--- config.mk ---
export PLATFORM = sky130hd
export DESIGN_NAME = aid_datapath
export DESIGN_NICKNAME = d
export VERILOG_FILES = /design/src/rtl/aid_pkg.sv /design/src/rtl/aid_datapath.sv
export SDC_FILE = /design/constraint.sdc
export NUM_CORES = 1
export LEC_CHECK = 0
export BUFFER_PORTS_ARGS = -buffer_cell sky130_fd_sc_hd__buf_2
export CAP_MARGIN = 20
export CORE_ASPECT_RATIO = 1.1
export CORE_MARGIN = 2
export CORE_UTILIZATION = 55
export CTS_BUF_LIST = sky130_fd_sc_hd__clkbuf_16
export DETAILED_ROUTE_END_ITERATION = 12
export HOLD_SLACK_MARGIN = 0.03
export PLACE_DENSITY = 0.79
export SLEW_MARGIN = 20
export SYNTH_ARGS = -nofsm -noshare
export SYNTH_HDL_FRONTEND = slang
export SYNTH_SLANG_ARGS = --single-unit
--- constraint.sdc ---
create_clock -name clk_i -period 7.43 [get_ports clk_i]
set_input_delay 0.3715 -clock clk_i [delete_from_list [all_inputs] [get_ports clk_i]]
set_output_delay 0.3715 -clock clk_i [all_outputs]
set_load 0.05 [all_outputs]
--- src/rtl/aid_pkg.sv ---
package aid_pkg;

  // datapath widths
  localparam int unsigned DATA_W = 8;
  localparam int unsigned MADDR_W = 11;
  localparam int unsigned PC_W = 14;
  localparam int unsigned RADDR_W = 3;

  // register offsets on the software port
  localparam logic [2:0] REG_ACC = 3'h0;
  localparam logic [2:0] REG_STATUS = 3'h1;
  localparam logic [2:0] REG_CTRL = 3'h2;
  localparam logic [2:0] REG_PC_LO = 3'h3;
  localparam logic [2:0] REG_PC_HI = 3'h4;
  localparam logic [2:0] REG_CORE = 3'h5;

  // status register bit positions
  localparam int unsigned ST_C = 0;
  localparam int unsigned ST_AC = 1;
  localparam int unsigned ST_Z = 2;
  localparam int unsigned ST_OV = 3;
  localparam int unsigned ST_PDF = 4;
  localparam int unsigned ST_TO = 5;
  localparam int unsigned ST_SC = 6;
  localparam int unsigned ST_CZ = 7;

  // control register bit positions
  localparam int unsigned CT_EMI = 0;

  // reset values
  localparam logic [7:0] ACC_RST = 8'h00;
  localparam logic [7:0] STATUS_RST = 8'h00;
  localparam logic [PC_W-1:0] PC_RST = 14'h0000;

  // decimal adjust
  localparam logic [3:0] BCD_MAX = 4'h9;
  localparam logic [7:0] ADJ_NONE = 8'h00;
  localparam logic [7:0] ADJ_LO = 8'h06;
  localparam logic [7:0] ADJ_HI = 8'h60;
  localparam logic [7:0] ADJ_BOTH = 8'h66;

  // program counter steps
  localparam logic [PC_W-1:0] PC_STEP = 14'h0001;
  localparam logic [PC_W-1:0] PC_SKIP = 14'h0002;

  typedef enum logic [4:0] {
    OP_NOP                   = 5'h00,
    OP_DECIMAL_ADJUST        = 5'h01,
    OP_INCREMENT_MEMORY      = 5'h02,
    OP_INCREMENT_TO_ACC      = 5'h03,
    OP_DECREMENT_MEMORY      = 5'h04,
    OP_DECREMENT_TO_ACC      = 5'h05,
    OP_MOVE_MEM_TO_ACC       = 5'h06,
    OP_MOVE_IMM_TO_ACC       = 5'h07,
    OP_MOVE_ACC_TO_MEM       = 5'h08,
    OP_OR_MEM_TO_ACC         = 5'h09,
    OP_OR_IMM_TO_ACC         = 5'h0a,
    OP_OR_TO_MEMORY          = 5'h0b,
    OP_ROTATE_LEFT_MEMORY    = 5'h0c,
    OP_ROTATE_LEFT_TO_ACC    = 5'h0d,
    OP_ROT_LEFT_CARRY_MEM    = 5'h0e,
    OP_ROT_LEFT_CARRY_ACC    = 5'h0f,
    OP_ROTATE_RIGHT_MEMORY   = 5'h10,
    OP_ROTATE_RIGHT_TO_ACC   = 5'h11,
    OP_ROT_RIGHT_CARRY_MEM   = 5'h12,
    OP_ROT_RIGHT_CARRY_ACC   = 5'h13,
    OP_SUB_BORROW_MEM_ACC    = 5'h14,
    OP_SUB_BORROW_IMM_ACC    = 5'h15,
    OP_SUB_BORROW_TO_MEMORY  = 5'h16,
    OP_DEC_SKIP_IF_ZERO      = 5'h17,
    OP_JUMP                  = 5'h18,
    OP_RETURN                = 5'h19,
    OP_RETURN_IMM            = 5'h1a,
    OP_INTERRUPT_RETURN      = 5'h1b,
    OP_POWER_DOWN            = 5'h1c
  } aid_op_e;

  typedef enum logic [3:0] {
    ST_IDLE   = 4'b0001,
    ST_EXEC   = 4'b0010,
    ST_DUMMY  = 4'b0100,
    ST_HALTED = 4'b1000
  } aid_state_e;

endpackage

--- src/rtl/aid_datapath.sv ---
// Summary of operation
// - decimal adjust writes accumulator plus 00h, 06h, 60h or 66h to memory.
// - add six per nibble above nine or with its carry; only carry changes.
// - decrement memory byte into memory or accumulator; zero flag follows result.
// - increment memory byte into memory or accumulator; zero flag follows result.
// - power down stops, clock off, clears watchdog, sets power-down, clears timeout.
// - jump loads program counter, takes two instruction cycles, no flags.
// - moves copy memory, immediate or accumulator without touching flags.
// - no-operation changes nothing and proceeds to the next instruction.
// - OR accumulator with memory or immediate; result to acc or memory; zero only.
// - returns pop the program counter; immediate form also loads accumulator.
// - interrupt return pops program counter and sets master interrupt enable.
// - a pending interrupt at interrupt return is serviced before the main program.
// - rotate left, bit 7 into bit 0, to memory or accumulator, no flags.
// - rotate left through carry: old carry to bit 0, bit 7 to carry.
// - rotate right, bit 0 into bit 7, to memory or accumulator, no flags.
// - rotate right through carry: old carry to bit 7, bit 0 to carry.
// - subtract operand and inverted carry from accumulator; result to acc or memory.
// - after subtract with borrow, carry is 0 if negative, else 1.
// - subtract with borrow updates overflow, zero, aux carry, carry, signed, carry-zero.
// - decrement-and-skip writes back and skips next instruction when zero, no flags.
//
// Our own choices: the placing of the registers and the strobed register port.
`timescale 1ns/1ps
module aid_datapath
  import aid_pkg::*;
(
  // clock and reset
  input  wire logic               clk_i,
  input  wire logic               reset_i,
  // instruction issue
  input  wire logic               instr_valid_i,
  input  wire logic [4:0]         instr_op_i,
  input  wire logic [MADDR_W-1:0] instr_addr_i,
  input  wire logic [DATA_W-1:0]  instr_imm_i,
  input  wire logic [PC_W-1:0]    instr_target_i,
  output logic                    instr_ready_o,
  output logic                    instr_done_o,
  // data memory
  output logic [MADDR_W-1:0]      mem_addr_o,
  input  wire logic [DATA_W-1:0]  mem_rdata_i,
  output logic                    mem_we_o,
  output logic [DATA_W-1:0]       mem_wdata_o,
  // program counter stack
  output logic                    stack_pop_o,
  input  wire logic [PC_W-1:0]    stack_top_i,
  output logic [PC_W-1:0]         pc_o,
  // interrupt and power
  input  wire logic               int_pending_i,
  output logic                    int_take_o,
  output logic                    master_interrupt_enable_o,
  input  wire logic               wdt_timeout_i,
  output logic                    wdt_clear_o,
  output logic                    sys_clk_run_o,
  input  wire logic               wake_i,
  // software register port
  input  wire logic [RADDR_W-1:0] reg_addr_i,
  input  wire logic [DATA_W-1:0]  reg_wdata_i,
  input  wire logic               reg_wr_i,
  input  wire logic               reg_rd_i,
  output logic [DATA_W-1:0]       reg_rdata_o
);

  aid_state_e           state_ff;
  aid_state_e           nxt_state;
  aid_op_e              op_ff;
  logic [MADDR_W-1:0]   addr_ff;
  logic [DATA_W-1:0]    imm_ff;
  logic [PC_W-1:0]      target_ff;
  logic [DATA_W-1:0]    acc_ff;
  logic [DATA_W-1:0]    status_ff;
  logic                 emi_ff;
  logic [PC_W-1:0]      pc_ff;
  logic                 mem_we_ff;
  logic [DATA_W-1:0]    mem_wdata_ff;
  logic                 wdt_clear_ff;
  logic                 int_take_ff;
  logic                 done_ff;
  logic [DATA_W-1:0]    rdata_ff;

  // execute-stage results
  logic [DATA_W-1:0]    res;
  logic                 wr_acc;
  logic                 wr_mem;
  logic                 upd_z;
  logic                 upd_c;
  logic                 new_c;
  logic                 upd_sub;
  logic                 need_dummy;
  logic [PC_W-1:0]      nxt_pc;
  logic                 do_pop;

  logic [DATA_W-1:0]    opnd;
  logic [DATA_W-1:0]    sub_src;
  logic                 borrow_in;
  logic [DATA_W:0]      sub_full;
  logic [4:0]           sub_low;
  logic [DATA_W-1:0]    adj;
  logic [DATA_W:0]      adj_full;
  logic                 sub_ov;
  logic                 sub_z;
  logic                 exec;

  assign exec = (state_ff == ST_EXEC);
  assign opnd = mem_rdata_i;

  // subtract with borrow shared by the three forms
  always_comb begin
    sub_src = (op_ff == OP_SUB_BORROW_IMM_ACC) ? imm_ff : opnd;
    borrow_in = ~status_ff[ST_C];
    sub_full = {1'b0, acc_ff} - {1'b0, sub_src} - {8'h00, borrow_in};
    sub_low = {1'b0, acc_ff[3:0]} - {1'b0, sub_src[3:0]} - {4'h0, borrow_in};
    sub_ov = (acc_ff[7] != sub_src[7]) && (sub_full[7] != acc_ff[7]);
    sub_z = (sub_full[7:0] == 8'h00);
  end

  // decimal adjust correction choice
  always_comb begin
    adj = ADJ_NONE;
    if (((acc_ff[3:0] > BCD_MAX) || status_ff[ST_AC]) &&
        ((acc_ff[7:4] > BCD_MAX) || status_ff[ST_C])) begin
      adj = ADJ_BOTH;
    end else if ((acc_ff[3:0] > BCD_MAX) || status_ff[ST_AC]) begin
      adj = ADJ_LO;
    end else if ((acc_ff[7:4] > BCD_MAX) || status_ff[ST_C]) begin
      adj = ADJ_HI;
    end
    adj_full = {1'b0, acc_ff} + {1'b0, adj};
  end

  always_comb begin
    res = acc_ff;
    wr_acc = 1'b0;
    wr_mem = 1'b0;
    upd_z = 1'b0;
    upd_c = 1'b0;
    new_c = status_ff[ST_C];
    upd_sub = 1'b0;
    need_dummy = 1'b0;
    nxt_pc = pc_ff + PC_STEP;
    do_pop = 1'b0;
    case (op_ff)
      OP_DECIMAL_ADJUST: begin
        res = adj_full[7:0];
        wr_mem = 1'b1;
        upd_c = 1'b1;
        new_c = status_ff[ST_C] | adj_full[8];
      end
      OP_INCREMENT_MEMORY, OP_INCREMENT_TO_ACC: begin
        res = opnd + 8'h01;
        wr_mem = (op_ff == OP_INCREMENT_MEMORY);
        wr_acc = (op_ff == OP_INCREMENT_TO_ACC);
        upd_z = 1'b1;
      end
      OP_DECREMENT_MEMORY, OP_DECREMENT_TO_ACC: begin
        res = opnd - 8'h01;
        wr_mem = (op_ff == OP_DECREMENT_MEMORY);
        wr_acc = (op_ff == OP_DECREMENT_TO_ACC);
        upd_z = 1'b1;
      end
      OP_MOVE_MEM_TO_ACC: begin
        res = opnd;
        wr_acc = 1'b1;
      end
      OP_MOVE_IMM_TO_ACC: begin
        res = imm_ff;
        wr_acc = 1'b1;
      end
      OP_MOVE_ACC_TO_MEM: begin
        res = acc_ff;
        wr_mem = 1'b1;
      end
      OP_OR_MEM_TO_ACC, OP_OR_TO_MEMORY: begin
        res = acc_ff | opnd;
        wr_acc = (op_ff == OP_OR_MEM_TO_ACC);
        wr_mem = (op_ff == OP_OR_TO_MEMORY);
        upd_z = 1'b1;
      end
      OP_OR_IMM_TO_ACC: begin
        res = acc_ff | imm_ff;
        wr_acc = 1'b1;
        upd_z = 1'b1;
      end
      OP_ROTATE_LEFT_MEMORY, OP_ROTATE_LEFT_TO_ACC: begin
        res = {opnd[6:0], opnd[7]};
        wr_mem = (op_ff == OP_ROTATE_LEFT_MEMORY);
        wr_acc = (op_ff == OP_ROTATE_LEFT_TO_ACC);
      end
      OP_ROT_LEFT_CARRY_MEM, OP_ROT_LEFT_CARRY_ACC: begin
        res = {opnd[6:0], status_ff[ST_C]};
        wr_mem = (op_ff == OP_ROT_LEFT_CARRY_MEM);
        wr_acc = (op_ff == OP_ROT_LEFT_CARRY_ACC);
        upd_c = 1'b1;
        new_c = opnd[7];
      end
      OP_ROTATE_RIGHT_MEMORY, OP_ROTATE_RIGHT_TO_ACC: begin
        res = {opnd[0], opnd[7:1]};
        wr_mem = (op_ff == OP_ROTATE_RIGHT_MEMORY);
        wr_acc = (op_ff == OP_ROTATE_RIGHT_TO_ACC);
      end
      OP_ROT_RIGHT_CARRY_MEM, OP_ROT_RIGHT_CARRY_ACC: begin
        res = {status_ff[ST_C], opnd[7:1]};
        wr_mem = (op_ff == OP_ROT_RIGHT_CARRY_MEM);
        wr_acc = (op_ff == OP_ROT_RIGHT_CARRY_ACC);
        upd_c = 1'b1;
        new_c = opnd[0];
      end
      OP_SUB_BORROW_MEM_ACC, OP_SUB_BORROW_IMM_ACC, OP_SUB_BORROW_TO_MEMORY: begin
        res = sub_full[7:0];
        wr_mem = (op_ff == OP_SUB_BORROW_TO_MEMORY);
        wr_acc = (op_ff != OP_SUB_BORROW_TO_MEMORY);
        upd_sub = 1'b1;
      end
      OP_DEC_SKIP_IF_ZERO: begin
        res = opnd - 8'h01;
        wr_mem = 1'b1;
        if (res == 8'h00) begin
          need_dummy = 1'b1;
          nxt_pc = pc_ff + PC_SKIP;
        end
      end
      OP_JUMP: begin
        nxt_pc = target_ff;
        need_dummy = 1'b1;
      end
      OP_RETURN: begin
        nxt_pc = stack_top_i;
        do_pop = 1'b1;
      end
      OP_RETURN_IMM: begin
        nxt_pc = stack_top_i;
        do_pop = 1'b1;
        res = imm_ff;
        wr_acc = 1'b1;
      end
      OP_INTERRUPT_RETURN: begin
        nxt_pc = stack_top_i;
        do_pop = 1'b1;
      end
      default: begin
        res = acc_ff;
      end
    endcase
  end

  // sequencer: one execute cycle per instruction unless a dummy is needed
  always_comb begin
    nxt_state = state_ff;
    case (state_ff)
      ST_IDLE: begin
        if (instr_valid_i) begin
          nxt_state = ST_EXEC;
        end
      end
      ST_EXEC: begin
        if (op_ff == OP_POWER_DOWN) begin
          nxt_state = ST_HALTED;
        end else if (need_dummy) begin
          nxt_state = ST_DUMMY;
        end else begin
          nxt_state = ST_IDLE;
        end
      end
      ST_DUMMY: begin
        nxt_state = ST_IDLE;
      end
      ST_HALTED: begin
        if (wake_i) begin
          nxt_state = ST_IDLE;
        end
      end
      default: begin
        nxt_state = ST_IDLE;
      end
    endcase
  end

  always_ff @(posedge clk_i) begin
    if (reset_i) begin
      state_ff <= ST_IDLE;
    end else begin
      state_ff <= nxt_state;
    end
  end

  // instruction capture; an unknown code executes as no-operation
  always_ff @(posedge clk_i) begin
    if (reset_i) begin
      op_ff <= OP_NOP;
      addr_ff <= '0;
      imm_ff <= '0;
      target_ff <= PC_RST;
    end else if (state_ff == ST_IDLE && instr_valid_i) begin
      op_ff <= aid_op_e'(instr_op_i);
      addr_ff <= instr_addr_i;
      imm_ff <= instr_imm_i;
      target_ff <= instr_target_i;
    end
  end

  // accumulator: execution wins over a software write in the same cycle
  always_ff @(posedge clk_i) begin
    if (reset_i) begin
      acc_ff <= ACC_RST;
    end else if (exec && wr_acc) begin
      acc_ff <= res;
    end else if (reg_wr_i && reg_addr_i == REG_ACC) begin
      acc_ff <= reg_wdata_i;
    end
  end

  // status flags; hardware events win over software clears
  always_ff @(posedge clk_i) begin
    if (reset_i) begin
      status_ff <= STATUS_RST;
    end else begin
      if (reg_wr_i && reg_addr_i == REG_STATUS) begin
        status_ff <= reg_wdata_i;
      end
      if (wdt_timeout_i) begin
        status_ff[ST_TO] <= 1'b1;
      end
      if (exec) begin
        if (upd_z) begin
          status_ff[ST_Z] <= (res == 8'h00);
        end
        if (upd_c) begin
          status_ff[ST_C] <= new_c;
        end
        if (upd_sub) begin
          status_ff[ST_C] <= ~sub_full[8];
          status_ff[ST_AC] <= ~sub_low[4];
          status_ff[ST_Z] <= sub_z;
          status_ff[ST_OV] <= sub_ov;
          status_ff[ST_SC] <= ~(sub_full[7] ^ sub_ov);
          status_ff[ST_CZ] <= sub_z & status_ff[ST_Z];
        end
        if (op_ff == OP_POWER_DOWN) begin
          status_ff[ST_PDF] <= 1'b1;
          status_ff[ST_TO] <= 1'b0;
        end
      end
    end
  end

  // master interrupt enable
  always_ff @(posedge clk_i) begin
    if (reset_i) begin
      emi_ff <= 1'b0;
    end else if (exec && op_ff == OP_INTERRUPT_RETURN) begin
      emi_ff <= 1'b1;
    end else if (reg_wr_i && reg_addr_i == REG_CTRL) begin
      emi_ff <= reg_wdata_i[CT_EMI];
    end
  end

  // program counter advances when the execute cycle retires
  always_ff @(posedge clk_i) begin
    if (reset_i) begin
      pc_ff <= PC_RST;
    end else if (exec && op_ff != OP_POWER_DOWN) begin
      pc_ff <= nxt_pc;
    end else if (exec) begin
      pc_ff <= pc_ff + PC_STEP;
    end
  end

  // memory write lands one clock after execute, address still held
  always_ff @(posedge clk_i) begin
    if (reset_i) begin
      mem_we_ff <= 1'b0;
      mem_wdata_ff <= '0;
    end else begin
      mem_we_ff <= exec && wr_mem;
      mem_wdata_ff <= res;
    end
  end

  // interrupt take on return is flagged so the pending routine runs first
  always_ff @(posedge clk_i) begin
    if (reset_i) begin
      int_take_ff <= 1'b0;
      wdt_clear_ff <= 1'b0;
      done_ff <= 1'b0;
    end else begin
      int_take_ff <= exec && op_ff == OP_INTERRUPT_RETURN && int_pending_i;
      wdt_clear_ff <= exec && op_ff == OP_POWER_DOWN;
      done_ff <= (exec && !need_dummy) || state_ff == ST_DUMMY;
    end
  end

  // software read port, data one cycle after the strobe
  always_ff @(posedge clk_i) begin
    if (reset_i) begin
      rdata_ff <= '0;
    end else if (reg_rd_i) begin
      if (reg_addr_i == REG_ACC) begin
        rdata_ff <= acc_ff;
      end else if (reg_addr_i == REG_STATUS) begin
        rdata_ff <= status_ff;
      end else if (reg_addr_i == REG_CTRL) begin
        rdata_ff <= {7'h00, emi_ff};
      end else if (reg_addr_i == REG_PC_LO) begin
        rdata_ff <= pc_ff[7:0];
      end else if (reg_addr_i == REG_PC_HI) begin
        rdata_ff <= {2'h0, pc_ff[13:8]};
      end else if (reg_addr_i == REG_CORE) begin
        rdata_ff <= {4'h0, state_ff};
      end else begin
        rdata_ff <= 8'h00;
      end
    end else begin
      rdata_ff <= 8'h00;
    end
  end

  assign instr_ready_o = (state_ff == ST_IDLE);
  assign instr_done_o = done_ff;
  assign mem_addr_o = addr_ff;
  assign mem_we_o = mem_we_ff;
  assign mem_wdata_o = mem_wdata_ff;
  assign stack_pop_o = exec && do_pop;
  assign pc_o = pc_ff;
  assign int_take_o = int_take_ff;
  assign master_interrupt_enable_o = emi_ff;
  assign wdt_clear_o = wdt_clear_ff;
  // clock stays stopped until wake; register contents are simply held
  assign sys_clk_run_o = (state_ff != ST_HALTED);
  assign reg_rdata_o = rdata_ff;

endmodule

**Word level (Yosys, flattened, before mapping)**

Index checks and enable logic that the tools add are counted.

- Input port bits: 79
- Logic and storage cells: 165
- Register bits: 93

- Muxes and demuxes: 41
- Bitwise logic cells: 10
- Equality and inequality tests: 45
- $lt $le $gt $ge: 2
- Add/sub/neg operators: 9
- Reduce and logical (&&, ||, !) cells: 42

Operators with widths:

| operator | count |
|---|---|
| $pmux 8 s12 | 1 |
| $mux 8 | 9 |
| $eq 5x5->1 const B | 13 |
| $mux 14 | 3 |
| $pmux 14 s3 | 1 |
| $eq 5x4->1 const B | 8 |
| $logic_not 8->1 | 3 |
| $mux 7 | 3 |
| $eq 5x3->1 const B | 4 |
| $mux 4 | 5 |
| $pmux 1 s9 | 2 |
| $reduce_or 2->1 | 9 |
| $or 8x8->8 | 2 |
| $add 14x1->14 const B | 1 |
| $add 14x2->14 const B | 1 |
| $logic_and 1x1->1 | 14 |
| $pmux 4 s3 | 1 |
| $reduce_or 3->1 | 4 |
| $eq 5x2->1 const B | 2 |
| $mux 1 | 10 |
| $ne 5x5->1 const B | 2 |
| $add 8x8->9 | 1 |
| $sub 8x8->9 | 1 |
| $sub 9x1->9 | 1 |
| other kinds (34) | 48 |

**Longest topological paths before layout**

Gate-level depths: netlist (run 1).

- Depth after elaboration: 11
- Gate-level depth with buffers: 16
- Gate-level depth less buffers: 14

**Worst setup path after synthesis (run 1)**

OpenSTA, ideal clock, no wires.

- Path type: register -> register
- From: register op_ff[2]
- To: register status_ff[2]
- Slack: 3,034 ps
- Data arrival time: 4,337 ps
- Stages on the path, launching flop included: 16
- Clock period less this slack: 4,396 ps
- Path through: dfxtp_1 > buf_2 > buf_4 > or3b_2 > nor2_1 > mux2_2 > ha_1 > inv_1 > ha_1 > nor4b_2 > a211oi_2 > and4_1 > or4b_4 > or4b_4 > a21oi_1 > a41o_1

- Word-level cells in the longest chain between the ends: 9
- Elaborated cells on any way between the ends: 44
- Those cells by class: 2 x add/sub; 23 x eq/ne; 7 x mux; 12 x reduce/logical

Ends and longest elaborated chain:

| item | RTL line | text |
|---|---|---|
| start: declaration | aid_datapath.sv:66 | `aid_op_e op_ff;` |
| start signal: assignment | aid_datapath.sv:294 | `op_ff <= aid_op_e'(instr_op_i);` |
| $eq 5x5->1 | aid_datapath.sv:109, aid_datapath.sv:142 |  |
| $mux 8 | aid_datapath.sv:109 | `sub_src = (op_ff == OP_SUB_BORROW_IMM_ACC) ? imm_ff : opnd;` |
| $sub 8x8->9 | aid_datapath.sv:111 | `sub_full = {1'b0, acc_ff} - {1'b0, sub_src} - {8'h00, borrow_in};` |
| $sub 9x1->9 | aid_datapath.sv:111 |  |
| $pmux 8 s12 | aid_datapath.sv:142 | `case (op_ff)` |
| $logic_not 8->1 | aid_datapath.sv:325 | `status_ff[ST_Z] <= (res == 8'h00);` |
| $mux 1 | aid_datapath.sv:324 | `if (upd_z) begin` |
| $mux 4 * | aid_datapath.sv:330 | `if (upd_sub) begin` |
| $mux 8 * | aid_datapath.sv:323 | `if (exec) begin` |
| end signal: indexed assignment | aid_datapath.sv:325 |  |
| end signal: indexed assignment | aid_datapath.sv:331 | `status_ff[ST_C] <= ~sub_full[8];` |
| end signal: indexed assignment | aid_datapath.sv:332 | `status_ff[ST_AC] <= ~sub_low[4];` |
| end: declaration | aid_datapath.sv:71 | `logic [DATA_W-1:0] status_ff;` |

Every way passes the cells marked *; elsewhere a longest branch is shown, timed or not.
A chain may end at the register's enable or synchronous reset.

**Final worst setup path (run 1)**

- From: register op_ff[0]
- To: register status_ff[2]

The elaborated chain is that of the path after synthesis.

==> metrics.txt, run 1 <==
# TYPE chip_impl_metric gauge
chip_impl_metric{name="synth_enable_flop_cells",unit=""} 0
chip_impl_metric{name="hold_depth",unit=""} 2
chip_impl_metric{name="synth_largest_type_area_fraction",unit=""} 0.280
chip_impl_metric{name="clock_sinks",unit=""} 93
chip_impl_info{name="start_kind",value="flop"} 1
chip_impl_metric{name="vdd_ir_drop_max",unit="µV"} 139
chip_impl_metric{name="rows",unit=""} 42
chip_impl_metric{name="timing.reg2reg.setup_slack",unit="ns"} 2.78
chip_impl_metric{name="first_global_vias",unit=""} 6477
chip_impl_metric{name="drive_above_1_share",unit=""} 0.176
chip_impl_metric{name="placement.cell_area",unit="µm²"} 7270
chip_impl_metric{name="clkLatencyLatePin",unit="ns"} 0.36
chip_impl_metric{name="largest_fanout_on_the_critical_path",unit=""} 26
chip_impl_metric{name="timing.final.crit_share",unit=""} 0.625
chip_impl_metric{name="power-per-cell-area",unit="nW/µm²"} 174
chip_impl_metric{name="drt_drc_violations_left",unit=""} 0
chip_impl_metric{name="syn_avg_cell_area",unit="µm²"} 7.43
chip_impl_metric{name="fillCellCount",unit=""} 1105
chip_impl_metric{name="num_vias",unit=""} 7210
chip_impl_metric{name="drt_wl_total",unit="mm"} 21.2
chip_impl_metric{name="slew_limit_headroom",unit=""} 0.314
chip_impl_info{name="tritoncts",value="done"} 1
chip_impl_metric{name="die_width",unit="µm"} 109
chip_impl_info{name="criticalPathCategory",value="flop to flop"} 1
chip_impl_metric{name="netlist-cell-type-count",unit=""} 78
chip_impl_metric{name="synth_seq_cells",unit=""} 93
chip_impl_metric{name="place_congestion",unit=""} 1.00
chip_impl_metric{name="nNetsFinal",unit=""} 1081
chip_impl_metric{name="multi_input_comb_area",unit="µm²"} 4370
chip_impl_metric{name="drv.max_cap_violation_count",unit=""} 0
chip_impl_metric{name="cts_max_level",unit=""} 3
chip_impl_info{name="root_buffer",value="clkbuf_16"} 1
chip_impl_metric{name="syn-cell-area",unit="µm²"} 6650
chip_impl_metric{name="drt_pre_antenna_iters",unit=""} 6
chip_impl_metric{name="ys_warn_count",unit=""} 0
chip_impl_metric{name="placed_cells_incl_taps",unit=""} 1119
chip_impl_metric{name="antenna_found_initial",unit=""} 0
chip_impl_metric{name="report.final.slew_viol_count",unit=""} 0
chip_impl_metric{name="instances_no_fill",unit=""} 1135
chip_impl_metric{name="grt_overflow",unit=""} 0
chip_impl_info{name="status",value="finished clean"} 1
chip_impl_metric{name="worstMarginPinSlew",unit="ns"} 1.03
chip_impl_metric{name="grt_max_degree",unit=""} 75
chip_impl_metric{name="syn_nets",unit=""} 1000
chip_impl_metric{name="clock_transition_at_the_registers_of_the_reported_paths",unit="ns"} 0.08
chip_impl_metric{name="diodes_inserted",unit=""} 0
chip_impl_metric{name="cts.hold.buffers_added",unit=""} 0
chip_impl_info{name="yosys.area.top_type",value="dfxtp_1"} 1
chip_impl_metric{name="first_pass_grt_wire_length",unit="mm"} 33.5
chip_impl_metric{name="finalSetupTns",unit="ns"} 0
chip_impl_metric{name="design.core.area",unit="µm²"} 11900
chip_impl_info{name="regToRegStartpoint",value="op_ff[0]$_SDFFE_PP0P_"} 1
chip_impl_metric{name="final-hold-violation-count",unit=""} 0
chip_impl_metric{name="drt-wirelength-per-cell",unit="µm"} 18.6
chip_impl_metric{name="min_period",unit="ns"} 4.65
chip_impl_info{name="endpoint",value="status_ff[2]$_SDFF_PP0_"} 1
chip_impl_metric{name="layout.cell_area.non_filler",unit="µm²"} 7560
chip_impl_info{name="synth_ff_type",value="dfxtp_1"} 1
chip_impl_info{name="min_path_type",value="input pin to flop"} 1
chip_impl_metric{name="instance_count_of_the_mapped_netlist",unit=""} 895
chip_impl_metric{name="detail_route.iter0.violations",unit=""} 1097
chip_impl_metric{name="timing.critical_path.required",unit="ns"} 7.73
chip_impl_metric{name="cts_resized",unit=""} 0
chip_impl_metric{name="post_synthesis_async_set_or_reset_flop_share",unit=""} 0
chip_impl_metric{name="cts_buffers",unit=""} 9
chip_impl_metric{name="i_o_pin_cnt",unit=""} 128
chip_impl_metric{name="chipHeight",unit="µm"} 119
chip_impl_metric{name="cts_setup_buffers",unit=""} 0
chip_impl_info{name="netlist_top_cells_area",value="dfxtp_1, nand2_1, a21oi_1, nor2_1, ha_1"} 1
chip_impl_info{name="grt_setup_unrepaired",value="false"} 1
chip_impl_metric{name="critPathArrivalTime",unit="ns"} 4.94
chip_impl_metric{name="maximum_count_of_clock_buffers_along_a_single_path",unit=""} 2
chip_impl_metric{name="cellLeakagePower",unit="µW"} 0.00304
chip_impl_metric{name="sequential_cell_area",unit="µm²"} 1860
chip_impl_metric{name="port_buffers",unit=""} 127
chip_impl_metric{name="postRouteAntennaNets",unit=""} 0
chip_impl_metric{name="areaGrowthSynthToFinish",unit="%"} 13.7
chip_impl_info{name="crit-reg2reg-capture",value="status_ff[2]$_SDFF_PP0_"} 1
chip_impl_metric{name="rr_worst_depth",unit=""} 13
chip_impl_metric{name="synth.yosys.seq_area_share",unit=""} 0.280
chip_impl_metric{name="route.detailed.vias_per_inst",unit=""} 6.35
chip_impl_metric{name="fin_skew",unit="ns"} 0.0159
chip_impl_info{name="timing.critical_path.from",value="op_ff[0]$_SDFFE_PP0P_"} 1
chip_impl_metric{name="finalSetupViolations",unit=""} 0
chip_impl_metric{name="utilization",unit=""} 0.634
chip_impl_metric{name="gr-usage-all-layers",unit=""} 0.326
chip_impl_info{name="cp-end-kind",value="flop"} 1
chip_impl_metric{name="detailedPlacementHpwl",unit="mm"} 15.2
chip_impl_metric{name="fmax",unit="GHz"} 0.215
chip_impl_metric{name="floorplan.initialDensity",unit=""} 0.557
chip_impl_metric{name="full_die_area",unit="µm²"} 13000
## logic make-up after synthesis
logic type,after synthesis,synth area share
compound gates,269,0.269
simple gates,357,0.268
xor+xnor,28,0.0369
mux,20,0.0318
flops,93,0.280
buf+inv,102,0.0625
fa+ha+maj,26,0.0523
## routing by layer
metal,up-vias,part of all wire,track usage
met5,-,0,0
met4,0,0.035,0.136
met3,76,0.11,0.0547
met2,454,0.44,0.493
met1,3259,0.41,0.455
li1,3421,-,-
## registers in the layout (all words and copies together), names as in the netlist
| register | flops |
|---|---|
| op_ff | 5 |
| reg_rdata_o | 8 |
| instr_done_o | 1 |
| mem_wdata_o | 8 |
| state_ff | 4 |
| wdt_clear_o | 1 |
| imm_ff | 8 |
| master_interrupt_enable_o | 1 |
| status_ff | 8 |
| target_ff | 14 |
| int_take_o | 1 |
| acc_ff | 8 |
| mem_we_o | 1 |
| mem_addr_o | 11 |
| pc_o | 14 |
## synth_stat cells, types with 7 or more instances
library cell  number
nand2b_1          10
nand3b_1           8
nor2b_1            8
mux2_2             9
and3_1            13
nor3_1            26
o31ai_1            8
nor2_1            81
dfxtp_1           93
nand2_1          131
buf_2             17
a222oi_1          10
clkbuf_1          41
nand4_1            8
xnor2_1           22
buf_1              8
o21ai_0           49
nand3_1           18
a21oi_1           88
ha_1              23
a31oi_1            7
a211oi_1          17
nor4_1             7
a221oi_1           7
mux2i_1           11
inv_1             34
a21o_1             8
## critical path: stages, from the launching register on
cell      delay (ns)
dfxtp_1         0.84
nand2_1         0.18
nor2_1          0.63
mux2_2          0.42
ha_1            0.27
inv_1           0.04
ha_1            0.23
nor4b_2         0.31
a211oi_2        0.14
and4_1          0.22
or4b_4          0.55
or4b_4          0.50
a21oi_1         0.14
a41o_1          0.11
## placed cells by master, fill, tap and decap left out, types with 10 or more instances in the layout
| cell | n |
|---|---|
| buf_4 | 11 |
| a211oi_1 | 17 |
| o21ai_0 | 49 |
| and3_1 | 13 |
| nor3_1 | 26 |
| mux2i_1 | 11 |
| a222oi_1 | 10 |
| nor2_1 | 81 |
| xnor2_1 | 22 |
| nand3_1 | 18 |
| inv_1 | 35 |
| nand2_1 | 131 |
| nand2b_1 | 10 |
| dfxtp_1 | 93 |
| ha_1 | 23 |
| a21oi_1 | 88 |
| buf_2 | 127 |
## worst min path at each step
| stage | from | endpoint | slack, ns |
|---|---|---|---|
| floorplan | target_ff[10]$_SDFFE_PP0P_ | target_ff[10]$_SDFFE_PP0P_ | 0.44 |
| global placement | mem_addr_o[7]$_SDFFE_PP0P_ | mem_addr_o[7]$_SDFFE_PP0P_ | 0.44 |
| detailed placement | mem_addr_o[8]$_SDFFE_PP0P_ | mem_addr_o[8]$_SDFFE_PP0P_ | 0.44 |
| CTS | int_pending_i | int_take_o$_SDFF_PP0_ | 0.24 |
| global route | int_pending_i | int_take_o$_SDFF_PP0_ | 0.25 |
| finish | int_pending_i | int_take_o$_SDFF_PP0_ | 0.24 |
## where the power goes
| group | internal (µW) | switching (µW) | leakage (µW) |
|---|---|---|---|
| logic | 105 | 202 | 0.00213 |
| registers | 522 | 22.9 | 0.000758 |
| clock network | 259 | 206 | 0.000148 |
## layout make-up
| type | count | share of cell area |
|---|---|---|
| sequential | 93 | 0.246 |
| multi-input combinational | 700 | 0.578 |
| timing repair buffer | 138 | 0.0950 |
| clock buffer | 9 | 0.0298 |
| inverter | 34 | 0.0169 |
| tap | 154 | 0.0255 |
| clock inverter | 7 | 0.00860 |
## per-stage QoR
| stage | hold slack, ns | power [µW] | setup slack, ns |
|---|---|---|---|
| detailed placement | 0.443 | 854 | 2.84 |
| global route | 0.246 | 1370 | 2.48 |
| floorplan | 0.436 | 768 | 3.03 |
| global placement | 0.439 | 851 | 2.95 |
| CTS | 0.242 | 1310 | 2.82 |
| finish | 0.239 | 1320 | 2.78 |
No activity file was read; power rests on OpenSTA's default activity.
==> inputs of run 2 (changes only) <==
==> constraint.sdc (replaced) <==
create_clock -name clk_i -period 4.8 [get_ports clk_i]
set_input_delay 0.24 -clock clk_i [delete_from_list [all_inputs] [get_ports clk_i]]
set_output_delay 0.24 -clock clk_i [all_outputs]
set_load 0.05 [all_outputs]
==> run 2 against run 1 <==
Routed wire length is 0.40% lower. Sequential share of layout area is 0.12 points lower. Sequential cell count stayed put. Clock skew is 0.0070 ns lower. Sequential power is 54% higher. Core utilization is 0.30 points higher. Die area stayed put. Clock-buffer cell count stayed put. First-iteration DRC count is 17% lower. Non-clock buffer count is 4 higher. Power is 55% higher. Critical path type unchanged. Largest cell class unchanged. Highest routed layer unchanged.
==> metrics.txt, run 2 (synthesized netlist as in run 1, its figures left out) <==
# TYPE chip_impl_metric gauge
chip_impl_info{name="start_kind",value="flop"} 1
chip_impl_metric{name="rows",unit=""} 42
chip_impl_metric{name="floorplan.initialDensity",unit=""} 0.557
chip_impl_metric{name="drv.max_cap_violation_count",unit=""} 0
chip_impl_metric{name="slew_limit_headroom",unit=""} 0.304
chip_impl_metric{name="i_o_pin_cnt",unit=""} 128
chip_impl_metric{name="first_pass_grt_wire_length",unit="mm"} 33.2
chip_impl_info{name="timing.critical_path.from",value="op_ff[2]$_SDFFE_PP0P_"} 1
chip_impl_metric{name="timing.critical_path.required",unit="ns"} 5.10
chip_impl_metric{name="rr_worst_depth",unit=""} 14
chip_impl_metric{name="fmax",unit="GHz"} 0.246
chip_impl_info{name="regToRegStartpoint",value="op_ff[2]$_SDFFE_PP0P_"} 1
chip_impl_metric{name="clkLatencyLatePin",unit="ns"} 0.35
chip_impl_metric{name="chipHeight",unit="µm"} 119
chip_impl_metric{name="vdd_ir_drop_max",unit="µV"} 202
chip_impl_metric{name="detail_route.iter0.violations",unit=""} 915
chip_impl_metric{name="cts.hold.buffers_added",unit=""} 0
chip_impl_metric{name="grt_overflow",unit=""} 0
chip_impl_info{name="tritoncts",value="done"} 1
chip_impl_info{name="root_buffer",value="clkbuf_16"} 1
chip_impl_metric{name="critPathArrivalTime",unit="ns"} 4.35
chip_impl_metric{name="report.power.total",unit="µW"} 2040
chip_impl_metric{name="place_congestion",unit=""} 0.970
chip_impl_info{name="cp-end-kind",value="flop"} 1
chip_impl_metric{name="cts_setup_buffers",unit=""} 0
chip_impl_metric{name="areaGrowthSynthToFinish",unit="%"} 14.3
chip_impl_metric{name="min_period",unit="ns"} 4.06
chip_impl_metric{name="finalSetupViolations",unit=""} 0
chip_impl_info{name="min_path_type",value="input pin to flop"} 1
chip_impl_metric{name="fin_skew",unit="ns"} 0.00886
chip_impl_metric{name="layout.cell_area.non_filler",unit="µm²"} 7600
chip_impl_info{name="criticalPathCategory",value="flop to flop"} 1
chip_impl_metric{name="power-per-cell-area",unit="nW/µm²"} 268
chip_impl_info{name="beginning_of_the_worst_hold_path",value="instr_target_i[7]"} 1
chip_impl_metric{name="worstMarginPinSlew",unit="ns"} 1.04
chip_impl_metric{name="gr-usage-all-layers",unit=""} 0.325
chip_impl_metric{name="detailedPlacementHpwl",unit="mm"} 15.4
chip_impl_info{name="status",value="finished clean"} 1
chip_impl_metric{name="drt-wirelength-per-cell",unit="µm"} 18.5
chip_impl_metric{name="cts_resized",unit=""} 0
chip_impl_metric{name="placement.cell_area",unit="µm²"} 7300
chip_impl_metric{name="drive_above_1_share",unit=""} 0.181
chip_impl_metric{name="largest_fanout_on_the_critical_path",unit=""} 10
chip_impl_metric{name="timing.final.crit_share",unit=""} 0.845
chip_impl_metric{name="finalSetupTns",unit="ns"} 0
chip_impl_metric{name="die_width",unit="µm"} 109
chip_impl_metric{name="cts_buffers",unit=""} 9
chip_impl_metric{name="port_buffers",unit=""} 127
chip_impl_metric{name="design.core.area",unit="µm²"} 11900
chip_impl_metric{name="full_die_area",unit="µm²"} 13000
chip_impl_metric{name="final-hold-violation-count",unit=""} 0
chip_impl_metric{name="hold_depth",unit=""} 3
chip_impl_info{name="grt_setup_unrepaired",value="false"} 1
chip_impl_metric{name="num_vias",unit=""} 7232
chip_impl_metric{name="postRouteAntennaNets",unit=""} 0
chip_impl_metric{name="clock_sinks",unit=""} 93
chip_impl_metric{name="cellLeakagePower",unit="µW"} 0.00305
chip_impl_metric{name="maximum_count_of_clock_buffers_along_a_single_path",unit=""} 2
chip_impl_metric{name="report.final.slew_viol_count",unit=""} 0
chip_impl_metric{name="first_global_vias",unit=""} 6515
chip_impl_metric{name="drt_pre_antenna_iters",unit=""} 6
chip_impl_metric{name="clock_transition_at_the_registers_of_the_reported_paths",unit="ns"} 0.07
chip_impl_metric{name="nNetsFinal",unit=""} 1085
chip_impl_metric{name="antenna_found_initial",unit=""} 0
chip_impl_metric{name="drt_wl_total",unit="mm"} 21.1
chip_impl_info{name="final_cell_mix",value="nand2_1, buf_2, dfxtp_1"} 1
chip_impl_metric{name="diodes_inserted",unit=""} 0
chip_impl_metric{name="drt_drc_violations_left",unit=""} 0
chip_impl_metric{name="grt_max_degree",unit=""} 42
chip_impl_metric{name="cts_max_level",unit=""} 3
chip_impl_metric{name="route.detailed.vias_per_inst",unit=""} 6.35
chip_impl_info{name="mostFrequentLayoutCell",value="nand2_1"} 1
chip_impl_metric{name="fillCellCount",unit=""} 1128
chip_impl_metric{name="utilization",unit=""} 0.637
==> run 2: area by class of cell <==
type | count | area (µm²) | share of cell area
Clock buffer | 9 | 225 | 0.0296
Clock inverter | 7 | 71.3 | 0.00939
Inverter | 34 | 128 | 0.0168
Multi-Input combinational cell | 700 | 4370 | 0.575
Sequential cell | 93 | 1860 | 0.245
Tap cell | 154 | 193 | 0.0254
Timing Repair Buffer | 142 | 748 | 0.0985
==> run 2: final timing paths <==
path / endpoint / slack, ns
min reg2reg: target_ff[0]$_SDFFE_PP0P_ / 0.46
max reg2reg: status_ff[2]$_SDFF_PP0_ / 0.74
max: status_ff[2]$_SDFF_PP0_ / 0.74
min: target_ff[7]$_SDFFE_PP0P_ / 0.12
==> run 2: power by group <==
part	switching (µW)	leakage (µW)	internal (µW)	total [µW]
clock	315	0.000140	405	719
combinational	314	0.00215	165	479
sequential	33.1	0.000758	808	841
==> run 2: metrics by stage <==
| stage | cells | hold slack [ns] | setup slack, ns |
|---|---|---|---|
| final | 1139 | 0.122 | 0.743 |
| after floorplan | 895 | 0.376 | 0.404 |
| after detailed placement | 1123 | 0.449 | 0.796 |
| after global placement | 1123 | 0.439 | 0.860 |
| after global routing | 1139 | 0.122 | 0.496 |
| after CTS | 1139 | 0.112 | 0.769 |
==> run 2: layer usage <==
| layer | GRT usage | up-vias | part of all wire |
|---|---|---|---|
| li1 | - | 3431 | - |
| met1 | 0.434 | 3322 | 0.41 |
| met4 | 0.140 | 0 | 0.033 |
| met5 | 0 | - | 0 |
| met2 | 0.486 | 424 | 0.44 |
| met3 | 0.0936 | 55 | 0.12 |
==> run 2: critical path, cell delays in order (launching register included) <==
cell and delay (ns):
dfxtp_1 0.33, or3b_2 0.47, nor2_1 0.10, buf_4 0.19
mux2_2 0.35, ha_1 0.27, inv_1 0.04, ha_1 0.34
nor3_1 0.08, a211oi_2 0.30, a2111oi_0 0.16, or4b_4 0.59
or4b_4 0.51, a21oi_1 0.16, a41o_1 0.11
==> inputs of run 3 (changes only) <==
--- a/config.mk
+++ b/config.mk
@@ -9,11 +9,11 @@
 export CAP_MARGIN = 20
 export CORE_ASPECT_RATIO = 1.1
 export CORE_MARGIN = 2
-export CORE_UTILIZATION = 55
+export CORE_UTILIZATION = 51
 export CTS_BUF_LIST = sky130_fd_sc_hd__clkbuf_16
 export DETAILED_ROUTE_END_ITERATION = 12
 export HOLD_SLACK_MARGIN = 0.03
-export PLACE_DENSITY = 0.79
+export PLACE_DENSITY = 0.77
 export SLEW_MARGIN = 20
 export SYNTH_ARGS = -nofsm -noshare
 export SYNTH_HDL_FRONTEND = slang
==> constraint.sdc (replaced) <==
create_clock -name clk_i -period 3.45 [get_ports clk_i]
set_input_delay 0.1725 -clock clk_i [delete_from_list [all_inputs] [get_ports clk_i]]
set_output_delay 0.1725 -clock clk_i [all_outputs]
set_load 0.05 [all_outputs]
==> run 3 against run 2 <==
The run now ends with setup timing left. Global-route usage down 1.4 points. Register-to-register slack worse by 1.1 ns. Clock power up 35%. Clock-buffer cell count unchanged. Combinational power up 66%. Non-clock buffer count up 46. Critical path type unchanged. Die area up 7.6%. Power up 44%.
==> metrics.txt, run 3 (synthesized netlist as in run 1, its figures left out) <==
# TYPE chip_impl_metric gauge
chip_impl_info{name="status",value="finished with violations"} 1
chip_impl_info{name="violations_in_the_final_reports",value="setup timing"} 1
chip_impl_metric{name="finalSetupTns",unit="ns"} -1.64
chip_impl_metric{name="detail_route.wirelength.met1",unit="mm"} 9.14
chip_impl_metric{name="timing.reg2reg.setup_slack",unit="ns"} -0.36
chip_impl_metric{name="cp_slowest_stage_delay",unit="ns"} 0.56
chip_impl_metric{name="detail_route.iter0.violations",unit=""} 982
chip_impl_info{name="cp-end-kind",value="flop"} 1
chip_impl_metric{name="route.detailed.vias_per_inst",unit=""} 6.26
chip_impl_metric{name="finalSetupViolations",unit=""} 6
chip_impl_info{name="top_signal_layer_used",value="met4"} 1
chip_impl_metric{name="design.core.area",unit="µm²"} 12600
chip_impl_metric{name="p_int",unit="µW"} 1990
chip_impl_metric{name="drv.max_cap_violation_count",unit=""} 0
chip_impl_info{name="crit_chain",value="or3b_4 -> nor2_4 -> buf_12 -> mux2_4 -> ha_4 -> inv_2 -> ha_4 -> nor3_2 -> a211oi_2 -> a2111oi_2 -> or4b_4 -> or4b_4 -> a21oi_2 -> a41o_1"} 1
chip_impl_metric{name="switchingPower",unit="µW"} 945
chip_impl_metric{name="rows",unit=""} 43
chip_impl_metric{name="worstMarginPinSlew",unit="ns"} 0.988
chip_impl_metric{name="full_die_area",unit="µm²"} 14000
chip_impl_metric{name="post-route-worst-setup-slack",unit="ns"} -0.359
chip_impl_metric{name="instances_no_fill",unit=""} 1187
chip_impl_info{name="min_path_type",value="input pin to flop"} 1
chip_impl_info{name="criticalPathCategory",value="flop to flop"} 1
chip_impl_metric{name="fillCellCount",unit=""} 1139
chip_impl_metric{name="maximum_count_of_clock_buffers_along_a_single_path",unit=""} 2
chip_impl_metric{name="largest_fanout_on_the_critical_path",unit=""} 5
chip_impl_metric{name="clock_sinks",unit=""} 93
chip_impl_metric{name="num_vias",unit=""} 7431
chip_impl_metric{name="clkPwrFrac",unit=""} 0.332
chip_impl_metric{name="first_global_vias",unit=""} 6722
chip_impl_metric{name="fin_skew",unit="ns"} 0.00655
chip_impl_metric{name="drt-wirelength-per-cell",unit="µm"} 18.9
chip_impl_metric{name="grt_max_degree",unit=""} 52
chip_impl_metric{name="chipHeight",unit="µm"} 124
chip_impl_metric{name="slew_limit_headroom",unit=""} 0.339
chip_impl_metric{name="drt_pre_antenna_iters",unit=""} 8
chip_impl_metric{name="gr-usage-all-layers",unit=""} 0.311
chip_impl_metric{name="cellLeakagePower",unit="µW"} 0.00332
chip_impl_info{name="crit_path_top_delay_cell",value="or4b_4"} 1
chip_impl_metric{name="cts_max_level",unit=""} 3
chip_impl_metric{name="i_o_pin_cnt",unit=""} 128
chip_impl_metric{name="postRouteAntennaNets",unit=""} 0
chip_impl_metric{name="fmax",unit="GHz"} 0.263
chip_impl_metric{name="report.final.slew_viol_count",unit=""} 0
chip_impl_metric{name="power-per-cell-area",unit="nW/µm²"} 360
chip_impl_metric{name="timing.final.crit_share",unit=""} 1.10
chip_impl_metric{name="port_buffers",unit=""} 127
chip_impl_metric{name="clkLatencyLatePin",unit="ns"} 0.35
chip_impl_metric{name="place_congestion",unit=""} 0.966
chip_impl_metric{name="hold_depth",unit=""} 3
chip_impl_metric{name="areaGrowthSynthToFinish",unit="%"} 22.4
chip_impl_info{name="grt_setup_unrepaired",value="true"} 1
chip_impl_metric{name="die_width",unit="µm"} 113
chip_impl_metric{name="grt_overflow",unit=""} 0
chip_impl_metric{name="diodes_inserted",unit=""} 0
chip_impl_metric{name="drt_wl_total",unit="mm"} 22.4
chip_impl_metric{name="final-hold-violation-count",unit=""} 0
chip_impl_info{name="worst_hold_path.endpoint",value="mem_addr_o[9]$_SDFFE_PP0P_"} 1
chip_impl_metric{name="drive_above_1_share",unit=""} 0.242
chip_impl_metric{name="cts_buffers",unit=""} 9
chip_impl_metric{name="min_period",unit="ns"} 3.81
chip_impl_info{name="mostFrequentLayoutCell",value="nand2_1"} 1
chip_impl_metric{name="first_pass_grt_wire_length",unit="mm"} 34.5
chip_impl_metric{name="critPathArrivalTime",unit="ns"} 4.10
chip_impl_info{name="crit-reg2reg-capture",value="status_ff[2]$_SDFF_PP0_"} 1
chip_impl_metric{name="netSwitchingFraction",unit=""} 0.322
chip_impl_info{name="beginning_of_the_worst_hold_path",value="instr_addr_i[9]"} 1
chip_impl_metric{name="vdd_ir_drop_max",unit="µV"} 304
chip_impl_metric{name="nNetsFinal",unit=""} 1131
chip_impl_metric{name="detailedPlacementHpwl",unit="mm"} 16.1
chip_impl_metric{name="comb_power_share",unit=""} 0.271
chip_impl_metric{name="placed_cells_incl_taps",unit=""} 1169
chip_impl_metric{name="antenna_found_initial",unit=""} 0
chip_impl_metric{name="met3WireLength",unit="mm"} 2.41
chip_impl_metric{name="clock_transition_at_the_registers_of_the_reported_paths",unit="ns"} 0.06
chip_impl_info{name="root_buffer",value="clkbuf_16"} 1
chip_impl_metric{name="met2RoutedLength",unit="mm"} 10.1
chip_impl_info{name="regToRegStartpoint",value="op_ff[3]$_SDFFE_PP0P_"} 1
chip_impl_info{name="tritoncts",value="done"} 1
chip_impl_metric{name="floorplan.initialDensity",unit=""} 0.526
chip_impl_info{name="final_cell_mix",value="nand2_1, buf_2, dfxtp_1"} 1
chip_impl_metric{name="timing.critical_path.required",unit="ns"} 3.74
chip_impl_metric{name="rr_worst_depth",unit=""} 14
chip_impl_metric{name="seq_power_share",unit=""} 0.397
chip_impl_info{name="start_kind",value="flop"} 1
chip_impl_metric{name="drt_drc_violations_left",unit=""} 0
-- run 3: worst max-delay path by stage --
stage	slack [ns]	to	startpoint
6_report	-0.36	status_ff[2]$_SDFF_PP0_	op_ff[3]$_SDFFE_PP0P_
3_5_place_dp	-0.33	status_ff[7]$_SDFF_PP0_	op_ff[3]$_SDFFE_PP0P_
3_3_place_gp	-0.27	status_ff[7]$_SDFF_PP0_	op_ff[3]$_SDFFE_PP0P_
5_1_grt	-0.49	status_ff[2]$_SDFF_PP0_	op_ff[2]$_SDFFE_PP0P_
2_1_floorplan	-0.43	status_ff[7]$_SDFF_PP0_	op_ff[3]$_SDFFE_PP0P_
4_1_cts	-0.32	status_ff[7]$_SDFF_PP0_	op_ff[3]$_SDFFE_PP0P_
-- run 3: worst max-delay path, delay by kind of cell (launching register included) --
kind	cells	cell delay, ns
buffers and inverters	2	0.18
adder cells (fa/ha/maj)	2	0.52
AND/OR/NAND/NOR	5	1.75
flip-flops	1	0.32
AO/OA/AOI/OAI	4	0.67
multiplexers	1	0.31
-- run 3: metal layers --
layer,GRT usage,vias up
li1,-,3524
met1,0.421,3413
met2,0.491,430
met3,0.0633,64
met4,0.123,0
met5,0,-
-- run 3: per-stage QoR --
stage | setup slack (ns) | power, µW | cell area (µm²) | hold slack [ns] | util
2_1_floorplan | -0.426 | 1670 | 6750 | 0.301 | -
3_3_place_gp | -0.271 | 1920 | 7720 | 0.412 | 0.610
3_5_place_dp | -0.328 | 1930 | 7720 | 0.415 | 0.610
4_1_cts | -0.318 | 2890 | 8030 | 0.0525 | 0.635
5_1_grt | -0.495 | 3050 | 8140 | 0.0578 | 0.644
6_report | -0.359 | 2930 | 8140 | 0.0537 | 0.644
-- run 3: power by group through the flow --
stage | registers [µW] | clock network [µW] | logic [µW]
CTS | 1160 | 980 | 750
floorplan | 1260 | 0 | 417
global route | 1170 | 1020 | 859
detailed placement | 1190 | 0 | 739
global placement | 1190 | 0 | 729
finish | 1170 | 972 | 794
-- run 3: timing repair --
| item | in CTS | in global routing |
|---|---|---|
| endpoints found under the setup margin | 9 | 11 |
| pin swaps | 3 | 13 |
| gates cloned | 0 | 0 |
| hold buffers | 0 | 0 |
| gates resized for setup | 5 | 19 |
| buffers inserted | 1 | 3 |
-- run 3: final cells by class --
cell class              instances  area (µm²)  area share
clock buffers                   9         225      0.0277
repair buffers                188        1110       0.136
flip-flops and latches         93        1860       0.229
multi-input cells             700        4560       0.561
inverters                      34         128      0.0157
well taps                     157         196      0.0241
clock inverters                 6        56.3     0.00692
